## src/design/ssw_pkg.sv

```systemverilog
package ssw_pkg;

	// ------------------------------------------------------------
	// Command codes and response encoding
	// ------------------------------------------------------------
	localparam logic [7:0] CMD_WR_ONE_KEEP = 8'h06;
	localparam logic [7:0] CMD_WR_ONE_VOLATILE = 8'h41;
	localparam logic [7:0] CMD_WR_MANY_KEEP = 8'h10;
	localparam logic [7:0] CMD_WR_MANY_VOLATILE = 8'h43;
	localparam logic [7:0] EXC_FLAG = 8'h80;
	localparam logic [7:0] EXC_BAD_ADDR = 8'h02;
	localparam logic [7:0] EXC_BAD_VALUE = 8'h03;

	// ------------------------------------------------------------
	// Frame layout
	// ------------------------------------------------------------
	localparam int BUF_DEPTH = 48;
	localparam logic [5:0] BUF_LAST = 6'd47;
	localparam logic [5:0] MIN_FRAME = 6'd4;
	localparam logic [5:0] ONE_FRAME_LEN = 6'd8;
	localparam logic [5:0] ONE_VALUE_POS = 6'd4;
	localparam logic [5:0] MANY_DATA_POS = 6'd7;
	localparam logic [8:0] MANY_OVERHEAD = 9'd9;
	localparam logic [15:0] MAX_PARAMS = 16'h0008;
	localparam int MODE32_BIT = 15;
	localparam logic [15:0] ADDR_MASK = 16'h7FFF;
	localparam logic [3:0] ECHO_LEN = 4'h6;
	localparam logic [3:0] EXC_LEN = 4'h3;

	// ------------------------------------------------------------
	// Value extension and check code
	// ------------------------------------------------------------
	localparam logic [15:0] SIGN_FILL = 16'hFFFF;
	localparam logic [15:0] ZERO_FILL = 16'h0000;
	localparam logic [15:0] CRC_INIT = 16'hFFFF;
	localparam logic [15:0] CRC_POLY = 16'hA001;
	localparam logic [15:0] CRC_RESIDUE = 16'h0000;

	// ------------------------------------------------------------
	// Types
	// ------------------------------------------------------------
	typedef enum logic [2:0] {ST_RECV, ST_CHECK, ST_VALID, ST_RESP, ST_SEND} ssw_state_t;

	typedef struct packed {
		logic valid;
		logic [7:0] data;
		logic frameEnd;
	} ssw_rx_t;

	typedef struct packed {
		logic valid;
		logic last;
		logic [7:0] data;
	} ssw_tx_t;

	typedef struct packed {
		logic exists;
		logic changeable;
		logic classSigned;
		logic isControl;
		logic [31:0] minVal;
		logic [31:0] maxVal;
	} ssw_attr_t;

	typedef struct packed {
		logic valid;
		logic persist;
		logic [15:0] addr;
		logic [31:0] data;
	} ssw_wr_t;

endpackage : ssw_pkg

```

## src/design/ssw_param_write.sv

```systemverilog
`timescale 1ns/1ps

// Function
// - 0x06/0x41 write one 16-bit value; no 32-bit mode for them.
// - Single write with address top bit set answers address error, changes nothing.
// - 16-bit value into signed parameter is sign-extended with 0xFFFF or 0x0000.
// - Commit only when extended value is in range and parameter changeable.
// - Unsigned parameters in 16-bit mode get zero upper half, no extension.
// - 0x10/0x43 write consecutive function or control parameters, 16 or 32 bit.
// - Top bit of start address selects 32-bit mode.
// - In 32-bit mode register count is twice the parameter count.
// - In 32-bit mode each value is two consecutive 16-bit registers.
// - Good multi write echoes slave, command, start, count, then check code.
// - Failed writes answer with an exception frame; a bad check code or an overrun frame stays silent.
// - 32-bit mode accepts in-range values for 16- and 32-bit parameters.
// - Function parameter run: any failure changes nothing and reports error.
// - Control parameter run: keep writes before first failure, skip rest, error.
// - For 0x06 and 0x10 a save-select input decides power-loss retention.
// - Check code is CRC-16, init 0xFFFF, poly 0xA001, low byte sent first.
// - Class I parameters are signed, class II unsigned; class steers extension.
module ssw_param_write
	import ssw_pkg::*;
(
	// Clock and reset
	input wire logic mclk,
	input wire logic reset,
	// Configuration
	input wire logic [7:0] slaveAddr,
	input wire logic powerOffSaveSelect,
	// Received byte stream
	input wire ssw_pkg::ssw_rx_t rx,
	// Response byte stream
	input wire logic txReady,
	output ssw_pkg::ssw_tx_t tx,
	// Parameter store
	output logic [15:0] queryAddr,
	input wire ssw_pkg::ssw_attr_t attr,
	output ssw_pkg::ssw_wr_t wr,
	// Status
	output logic busy
);

	// ------------------------------------------------------------
	// State
	// ------------------------------------------------------------
	ssw_state_t state_q, state_d;
	logic [5:0] len_q, len_d;
	logic ovf_q, ovf_d;
	logic [2:0] idx_q, idx_d;
	logic [2:0] lastIdx_q, lastIdx_d;
	logic pass_q, pass_d;
	logic ctrl_q, ctrl_d;
	logic mode32_q, mode32_d;
	logic single_q, single_d;
	logic isExc_q, isExc_d;
	logic [7:0] errCode_q, errCode_d;
	logic [3:0] txIdx_q, txIdx_d;
	logic [15:0] base_q, base_d;
	logic [15:0] queryAddr_q, queryAddr_d;
	ssw_tx_t tx_q, tx_d;
	ssw_wr_t wr_q, wr_d;
	logic busy_q, busy_d;
	logic [7:0] frameBuf [BUF_DEPTH];

	// ------------------------------------------------------------
	// Frame capture and check code
	// ------------------------------------------------------------
	logic rxTake;
	logic [15:0] rxCrc;
	logic [15:0] txCrc;
	logic txCrcClr;
	logic txCrcEn;
	logic [7:0] txBody;

	// Store while idle; the byte that fills the last buffer slot marks the frame as lost
	assign rxTake = (state_q == ST_RECV) && rx.valid && !ovf_q;

	ssw_crc16 rxCrcUnit (
		.mclk(mclk),
		.reset(reset),
		.clear(len_q == 6'd0),
		.enable(rxTake),
		.data(rx.data),
		.crc(rxCrc)
	);

	ssw_crc16 txCrcUnit (
		.mclk(mclk),
		.reset(reset),
		.clear(txCrcClr),
		.enable(txCrcEn),
		.data(txBody),
		.crc(txCrc)
	);

	// Frame buffer holds data only, no reset needed
	always_ff @(posedge mclk)
	begin
		if (rxTake && len_q <= BUF_LAST)
			frameBuf[len_q] <= rx.data;
	end

	// ------------------------------------------------------------
	// Field decode
	// ------------------------------------------------------------
	logic [7:0] cmd;
	logic [15:0] startAddr;
	logic [15:0] regCount;
	logic [7:0] byteCount;
	logic cmdOne;
	logic cmdMany;
	logic [15:0] manyParams;
	logic manyShapeOk;

	assign cmd = frameBuf[1];
	assign startAddr = {frameBuf[2], frameBuf[3]};
	assign regCount = {frameBuf[4], frameBuf[5]};
	assign byteCount = frameBuf[6];
	assign cmdOne = (cmd == CMD_WR_ONE_KEEP) || (cmd == CMD_WR_ONE_VOLATILE);
	assign cmdMany = (cmd == CMD_WR_MANY_KEEP) || (cmd == CMD_WR_MANY_VOLATILE);
	assign manyParams = startAddr[MODE32_BIT] ? (regCount >> 1) : regCount;
	// Count, byte count and length must agree; 32-bit count must be even
	assign manyShapeOk = (regCount != 16'h0000) && (manyParams <= MAX_PARAMS)
		&& !(startAddr[MODE32_BIT] && regCount[0])
		&& ({regCount[14:0], 1'b0} == {8'h00, byteCount})
		&& ({3'b000, len_q} == MANY_OVERHEAD + {1'b0, byteCount});

	// ------------------------------------------------------------
	// Entry value and acceptance
	// ------------------------------------------------------------
	logic [5:0] ptr;
	logic [15:0] hiWord;
	logic [15:0] loWord;
	logic [31:0] value;
	logic inRange;
	logic entryOk;

	// Locate entry: 16-bit units step by 2 bytes, 32-bit units by 4
	assign ptr = single_q ? ONE_VALUE_POS
		: (MANY_DATA_POS + (mode32_q ? {1'b0, idx_q, 2'b00} : {2'b00, idx_q, 1'b0}));
	assign hiWord = {frameBuf[ptr], frameBuf[ptr + 6'd1]};
	assign loWord = {frameBuf[ptr + 6'd2], frameBuf[ptr + 6'd3]};

	// Widen a 16-bit value by class, or take the full 32-bit unit
	always_comb
	begin
		if (mode32_q)
			value = {hiWord, loWord};
		else if (attr.classSigned && hiWord[15])
			value = {SIGN_FILL, hiWord};
		else
			value = {ZERO_FILL, hiWord};
	end

	// Signed or unsigned range compare by class
	assign inRange = attr.classSigned
		? ($signed(value) >= $signed(attr.minVal) && $signed(value) <= $signed(attr.maxVal))
		: (value >= attr.minVal && value <= attr.maxVal);
	assign entryOk = attr.exists && attr.changeable && inRange;

	// ------------------------------------------------------------
	// Response body bytes
	// ------------------------------------------------------------
	always_comb
	begin
		if (isExc_q)
		begin
			unique case (txIdx_q)
				4'h0: txBody = frameBuf[0];
				4'h1: txBody = frameBuf[1] | EXC_FLAG;
				default: txBody = errCode_q;
			endcase
		end
		else
		begin
			txBody = frameBuf[txIdx_q[2:0]];
		end
	end

	// ------------------------------------------------------------
	// Control sequence
	// ------------------------------------------------------------
	logic [3:0] bodyLen;
	logic txLoad;
	logic ctrlNow;
	logic lastEntry;

	assign bodyLen = isExc_q ? EXC_LEN : ECHO_LEN;
	assign txLoad = (state_q == ST_SEND) && (!tx_q.valid || txReady);
	assign txCrcClr = (state_q == ST_RESP);
	assign txCrcEn = txLoad && (txIdx_q < bodyLen);
	assign ctrlNow = (idx_q == 3'd0) ? attr.isControl : ctrl_q;
	assign lastEntry = (idx_q == lastIdx_q);

	// Next-state and output computation
	always_comb
	begin
		state_d = state_q;
		len_d = len_q;
		ovf_d = ovf_q;
		idx_d = idx_q;
		lastIdx_d = lastIdx_q;
		pass_d = pass_q;
		ctrl_d = ctrl_q;
		mode32_d = mode32_q;
		single_d = single_q;
		isExc_d = isExc_q;
		errCode_d = errCode_q;
		txIdx_d = txIdx_q;
		base_d = base_q;
		queryAddr_d = queryAddr_q;
		tx_d = tx_q;
		wr_d = wr_q;
		wr_d.valid = 1'b0;
		busy_d = (state_q != ST_RECV);
		unique case (state_q)
			ST_RECV:
			begin
				if (rxTake)
				begin
					if (len_q == BUF_LAST)
						ovf_d = 1'b1;
					else
						len_d = len_q + 6'd1;
				end
				if (rx.frameEnd && (len_q != 6'd0 || rx.valid))
					state_d = ST_CHECK;
			end
			ST_CHECK:
			begin
				idx_d = 3'd0;
				pass_d = 1'b0;
				isExc_d = 1'b0;
				single_d = cmdOne;
				mode32_d = cmdMany && startAddr[MODE32_BIT];
				base_d = startAddr & ADDR_MASK;
				queryAddr_d = startAddr & ADDR_MASK;
				lastIdx_d = cmdOne ? 3'd0 : 3'(manyParams - 16'h0001);
				state_d = ST_RECV;
				len_d = 6'd0;
				ovf_d = 1'b0;
				// Bad check code, foreign address or other command: silent
				if (rxCrc == CRC_RESIDUE && !ovf_q && len_q >= MIN_FRAME
					&& frameBuf[0] == slaveAddr)
				begin
					if (cmdOne && startAddr[MODE32_BIT])
					begin
						isExc_d = 1'b1;
						errCode_d = EXC_BAD_ADDR;
						state_d = ST_RESP;
					end
					else if ((cmdOne && len_q != ONE_FRAME_LEN) || (cmdMany && !manyShapeOk))
					begin
						isExc_d = 1'b1;
						errCode_d = EXC_BAD_VALUE;
						state_d = ST_RESP;
					end
					else if (cmdOne || cmdMany)
					begin
						state_d = ST_VALID;
					end
				end
			end
			ST_VALID:
			begin
				ctrl_d = ctrlNow;
				wr_d.addr = queryAddr_q;
				wr_d.data = value;
				wr_d.persist = ((cmd == CMD_WR_ONE_KEEP) || (cmd == CMD_WR_MANY_KEEP))
					&& powerOffSaveSelect;
				if (!entryOk)
				begin
					// Control runs keep earlier commits; function runs had none
					isExc_d = 1'b1;
					errCode_d = attr.exists ? EXC_BAD_VALUE : EXC_BAD_ADDR;
					state_d = ST_RESP;
				end
				else
				begin
					wr_d.valid = pass_q || ctrlNow;
					if (!lastEntry)
					begin
						idx_d = idx_q + 3'd1;
						queryAddr_d = queryAddr_q + 16'h0001;
					end
					else if (pass_q || ctrlNow)
					begin
						state_d = ST_RESP;
					end
					else
					begin
						// All function entries passed: second pass commits them
						pass_d = 1'b1;
						idx_d = 3'd0;
						queryAddr_d = base_q;
					end
				end
			end
			ST_RESP:
			begin
				txIdx_d = 4'h0;
				state_d = ST_SEND;
			end
			ST_SEND:
			begin
				if (txLoad)
				begin
					if (tx_q.valid && tx_q.last)
					begin
						tx_d.valid = 1'b0;
						tx_d.last = 1'b0;
						state_d = ST_RECV;
					end
					else
					begin
						tx_d.valid = 1'b1;
						txIdx_d = txIdx_q + 4'h1;
						if (txIdx_q < bodyLen)
							tx_d.data = txBody;
						else if (txIdx_q == bodyLen)
							tx_d.data = txCrc[7:0];
						else
							tx_d.data = txCrc[15:8];
						tx_d.last = (txIdx_q == bodyLen + 4'h1);
					end
				end
			end
			default:
			begin
				state_d = ST_RECV;
			end
		endcase
	end

	// Register all control state
	always_ff @(posedge mclk or posedge reset)
	begin
		if (reset)
		begin
			state_q <= ST_RECV;
			len_q <= 6'd0;
			ovf_q <= 1'b0;
			idx_q <= 3'd0;
			lastIdx_q <= 3'd0;
			pass_q <= 1'b0;
			ctrl_q <= 1'b0;
			mode32_q <= 1'b0;
			single_q <= 1'b0;
			isExc_q <= 1'b0;
			errCode_q <= 8'h00;
			txIdx_q <= 4'h0;
			base_q <= 16'h0000;
			queryAddr_q <= 16'h0000;
			tx_q <= '0;
			wr_q <= '0;
			busy_q <= 1'b0;
		end
		else
		begin
			state_q <= state_d;
			len_q <= len_d;
			ovf_q <= ovf_d;
			idx_q <= idx_d;
			lastIdx_q <= lastIdx_d;
			pass_q <= pass_d;
			ctrl_q <= ctrl_d;
			mode32_q <= mode32_d;
			single_q <= single_d;
			isExc_q <= isExc_d;
			errCode_q <= errCode_d;
			txIdx_q <= txIdx_d;
			base_q <= base_d;
			queryAddr_q <= queryAddr_d;
			tx_q <= tx_d;
			wr_q <= wr_d;
			busy_q <= busy_d;
		end
	end

	// Outputs straight from flops
	assign tx = tx_q;
	assign wr = wr_q;
	assign queryAddr = queryAddr_q;
	assign busy = busy_q;

endmodule : ssw_param_write

```

## src/design/ssw_crc16.sv

```systemverilog
`timescale 1ns/1ps

module ssw_crc16
	import ssw_pkg::*;
(
	// Clock and reset
	input wire logic mclk,
	input wire logic reset,
	// Byte feed
	input wire logic clear,
	input wire logic enable,
	input wire logic [7:0] data,
	// Running check code
	output logic [15:0] crc
);

	logic [15:0] crc_q;
	logic [15:0] crc_d;
	logic [15:0] seed;

	// Reflected shift, low bit first, one byte per enable
	always_comb
	begin
		seed = clear ? CRC_INIT : crc_q;
		crc_d = seed;
		if (enable)
		begin
			crc_d = seed ^ {8'h00, data};
			for (int i = 0; i < 8; i++)
			begin
				crc_d = crc_d[0] ? ((crc_d >> 1) ^ CRC_POLY) : (crc_d >> 1);
			end
		end
	end

	// Register
	always_ff @(posedge mclk or posedge reset)
	begin
		if (reset)
			crc_q <= CRC_INIT;
		else
			crc_q <= crc_d;
	end

	assign crc = crc_q;

endmodule : ssw_crc16

```

## config.mk

```make
export PLATFORM = sky130hd
export DESIGN_NAME = ssw_param_write
export DESIGN_NICKNAME = d
export VERILOG_FILES = /design/src/design/ssw_pkg.sv /design/src/design/ssw_param_write.sv /design/src/design/ssw_crc16.sv
export SDC_FILE = /design/constraint.sdc
export NUM_CORES = 1
export LEC_CHECK = 0
export BUFFER_PORTS_ARGS = -buffer_cell sky130_fd_sc_hd__buf_2
export CAP_MARGIN = 20
export CORE_UTILIZATION = 50
export DETAILED_ROUTE_END_ITERATION = 10
export PLACE_DENSITY = 0.66
export SLEW_MARGIN = 25
export SYNTH_ARGS = -nofsm -noshare
export SYNTH_HDL_FRONTEND = slang
export SYNTH_SLANG_ARGS = --single-unit
```

## constraint.sdc

```tcl
create_clock -name mclk -period 16.8 [get_ports mclk]
set_input_delay 1.68 -clock mclk [delete_from_list [all_inputs] [get_ports mclk]]
set_output_delay 1.68 -clock mclk [all_outputs]
set_load 0.02 [all_outputs]
```

==> metrics.md <==
| Metric | Value |
|---|---|
| Status | `finished clean` |
| Final period utilization | `0.525` |
| Least-Margin Pin Slew | `1.14 ns` |
| CP arrival | `9.31 ns` |
| CTS tree | `built` |
| Drt pass-1 iters | `7` |
| Routed wl met3 | `14800 um` |
| Initial DRC Count | `3685` |
| Die Ht | `253 um` |
| Layout fillers | `5305` |
| CTS Hold Bufs | `0` |
| Met1 Wirelength | `46400 um` |
| Die X | `253 um` |
| Path type of the worst setup path | `flip-flop to flip-flop` |
| WL final | `116000 um` |
| Final Hold Fails | `0` |
| # clock sinks | `535` |
| Flop-to-flop setup slack | `7.98 ns` |
| Post-DP HPWL | `81400 um` |
| Core area | `61900 um^2` |
| Register area | `15400 um^2` |
| Drt drc | `0` |
| Post-Synthesis Cell Area | `31400 um^2` |
| CTS clk-pin slew, worst paths | `0.06 ns` |
| Lkg Pwr | `13.8 nW` |
| Synth Warn # | `0` |
| CP endpoint kind | `flip-flop` |
| Top-count cell post-synth | `nand2_1` |
| F_max | `113 MHz` |
| Commonest cells in the netlist | `622 x nand2_1, 384 x edfxtp_1, 266 x a21oi_1, 174 x nor2_1, 129 x clkbuf_1` |
| Synth area leaders | `edfxtp_1 37%, dfrtp_1 9.5%, mux4_2 8.5%` |
| Total track usage | `0.364` |
| Synthesized instance count | `3019` |
| Post-synth top area share | `0.367` |
| Startpoint Class | `flip-flop` |
| Period minus WS final | `8.82 ns` |
| Switching pwr | `1.14 mW` |
| Nets@finish | `3246` |
| Root Buffer | `clkbuf_16` |
| CP max stage delay | `0.68 ns` |
| Top routing layer used | `met5` |
| Vias per cell | `6.57` |
| Initial antenna violation count | `4` |
| Post-synth EDFFs | `384` |
| FF+latch count, synth | `535` |
| Switch share | `0.307` |
| First-pass GRT wire length | `169000 um` |
| Comb pwr share | `0.200` |
| N_diodes | `0` |
| DR WL met2 | `50000 um` |
| Core Rows | `91` |
| Post-Place Cell Area | `32900 um^2` |
| Maximum VDD drop | `0.115 mV` |
| # IOs | `167` |
| Slew Viols, Final | `0` |
| Clock latency on the worst-skew pair | `0.67 ns` |
| Worst Path Max Fanout | `64` |
| Starting Density | `0.508` |
| Sequential fraction of the synthesis area | `0.488` |
| Drt wl/cell | `29.4 um` |
| Gpl congestion | `1.08` |
| Number of port buffers | `166` |
| Setup Viol. Count Final | `0` |
| Async SR Flop Fraction | `0.282` |
| Clock share of power | `0.362` |
| Clock Path Buffers | `3` |
| Num CTS Buffers | `58` |
| Largest net degree at the start of global routing | `165` |
| Seq pwr share | `0.438` |
| Most Frequent Cell on Critical Path | `buf_4` |
| Final instance area | `34900 um^2` |
| Unique masters post-synth | `92` |
| Average size of a mapped cell | `10.4 um^2` |
| Syn_nets | `3189` |
| Slowest stage cell, crit path | `mux4_2` |
| Vias in the first global route | `24700` |
| Setup TNS | `0 ns` |
| Post-CTS sizing | `0` |
| RSZ-0062 raised after global routing | `false` |
| Post-CTS Setup Inserts | `0` |
| Area Overhead vs Synth | `11.0%` |
| Die area | `63900 um^2` |
| Vias | `26100` |
| Pint | `2.58 mW` |
| GRT overflow | `0` |
| Critical Path RT | `17.29 ns` |
| DRT antenna net count | `0` |
| Predominant post-synthesis flop cell | `edfxtp_1` |
| Yosys top cell by area | `edfxtp_1` |
| Layout cells sized above 1 | `0.177` |
| Htree depth | `2` |
| MaxCap Viol Count | `0` |
| HP Class | `flip-flop to flip-flop` |
| Slew HR | `0.238` |
| Max Clock Skew | `0.0494 ns` |
| Power per standard cell area | `107 nW/um^2` |
| Multi-input logic area | `14900 um^2` |
-- critical path, delay by kind of cell (launching register included) --
| kind | cells | cell delay, ns |
|---|---|---|
| simple gates | 2 | 0.82 |
| fa+ha+maj | 3 | 1.14 |
| compound gates | 11 | 2.37 |
| buf+inv | 7 | 2.30 |
| xor+xnor | 1 | 0.20 |
| flops | 1 | 0.39 |
| mux | 3 | 1.35 |
-- sequential cells by signal (all words and copies together) (netlist names), 4 cells and up --
signal and cells:
txCrcUnit.crc 16, tx 10, wr 50, queryAddr 16, base_q 15, rxCrcUnit.crc 16, len_q 6, frameBuf 384
txIdx_q 4
-- layout by cell type, fill, tap and decap left out, drive strengths merged, types with 46 or more instances in the layout --
cell	Yosys	routed
dfrtp	119	119
xnor2	58	58
a21oi	268	268
nand3	69	69
edfxtp	384	384
nand2	623	623
nand4	46	46
mux4	122	122
o21ai	151	151
ha	80	80
nor2	175	175
buf	97	223
inv	93	94
clkbuf	129	75
mux2i	86	86
-- power by group through the flow --
stage                     clock network (mW)  registers (mW)  logic [mW]
after floorplan                            0            1.61       0.513
after global placement                     0            1.65       0.711
after detailed placement                   0            1.65       0.727
after CTS                               1.36            1.62       0.733
after global routing                    1.41            1.64       0.806
final                                   1.35            1.63       0.745
-- cell families after synthesis --
group,synth area share
buffers and inverters,0.0436
multiplexers,0.127
adder cells (fa/ha/maj),0.0318
XOR/XNOR,0.0279
AND/OR/NAND/NOR,0.147
flip-flops,0.488
AO/OA/AOI/OAI,0.134
-- worst paths after layout --
check,start,end,depth (start not counted)
worst max register to register,mode32_q,idx_q[0],27
worst max-delay path,mode32_q,idx_q[0],27
worst min-delay path,wr[46],wr[46],2
max in group asynchronous,reset,wr[14],3
min in group asynchronous,reset,wr[46],2
worst min register to register,wr[46],wr[46],2
-- final cells by class --
type,instances,area share
clock buffer,75,0.0460
multi-input combinational,2163,0.426
tap,837,0.0300
sequential,535,0.440
timing repair buffer,223,0.0364
clock inverter,35,0.0116
inverter,95,0.0106
-- metal layers --
layer | global-route usage | vias up
met4 | 0.145 | 4
met5 | 0 | -
met3 | 0.0888 | 286
met2 | 0.536 | 1823
met1 | 0.516 | 12700
li1 | - | 11200
-- per-stage QoR --
step | std cells | util | worst slack (ns) | power, mW | hold WS (ns)
4_1_cts | 3963 | 0.563 | 8.16 | 3.71 | 0.473
6_report | 3963 | 0.564 | 7.98 | 3.72 | 0.468
3_5_place_dp | 3853 | 0.531 | 8.18 | 2.38 | 0.458
5_1_grt | 3963 | 0.564 | 7.62 | 3.85 | 0.500
3_3_place_gp | 3853 | 0.530 | 8.30 | 2.36 | 0.452
2_1_floorplan | 3019 | - | 8.94 | 2.13 | 0.440
(Power assumes the default switching activity.)
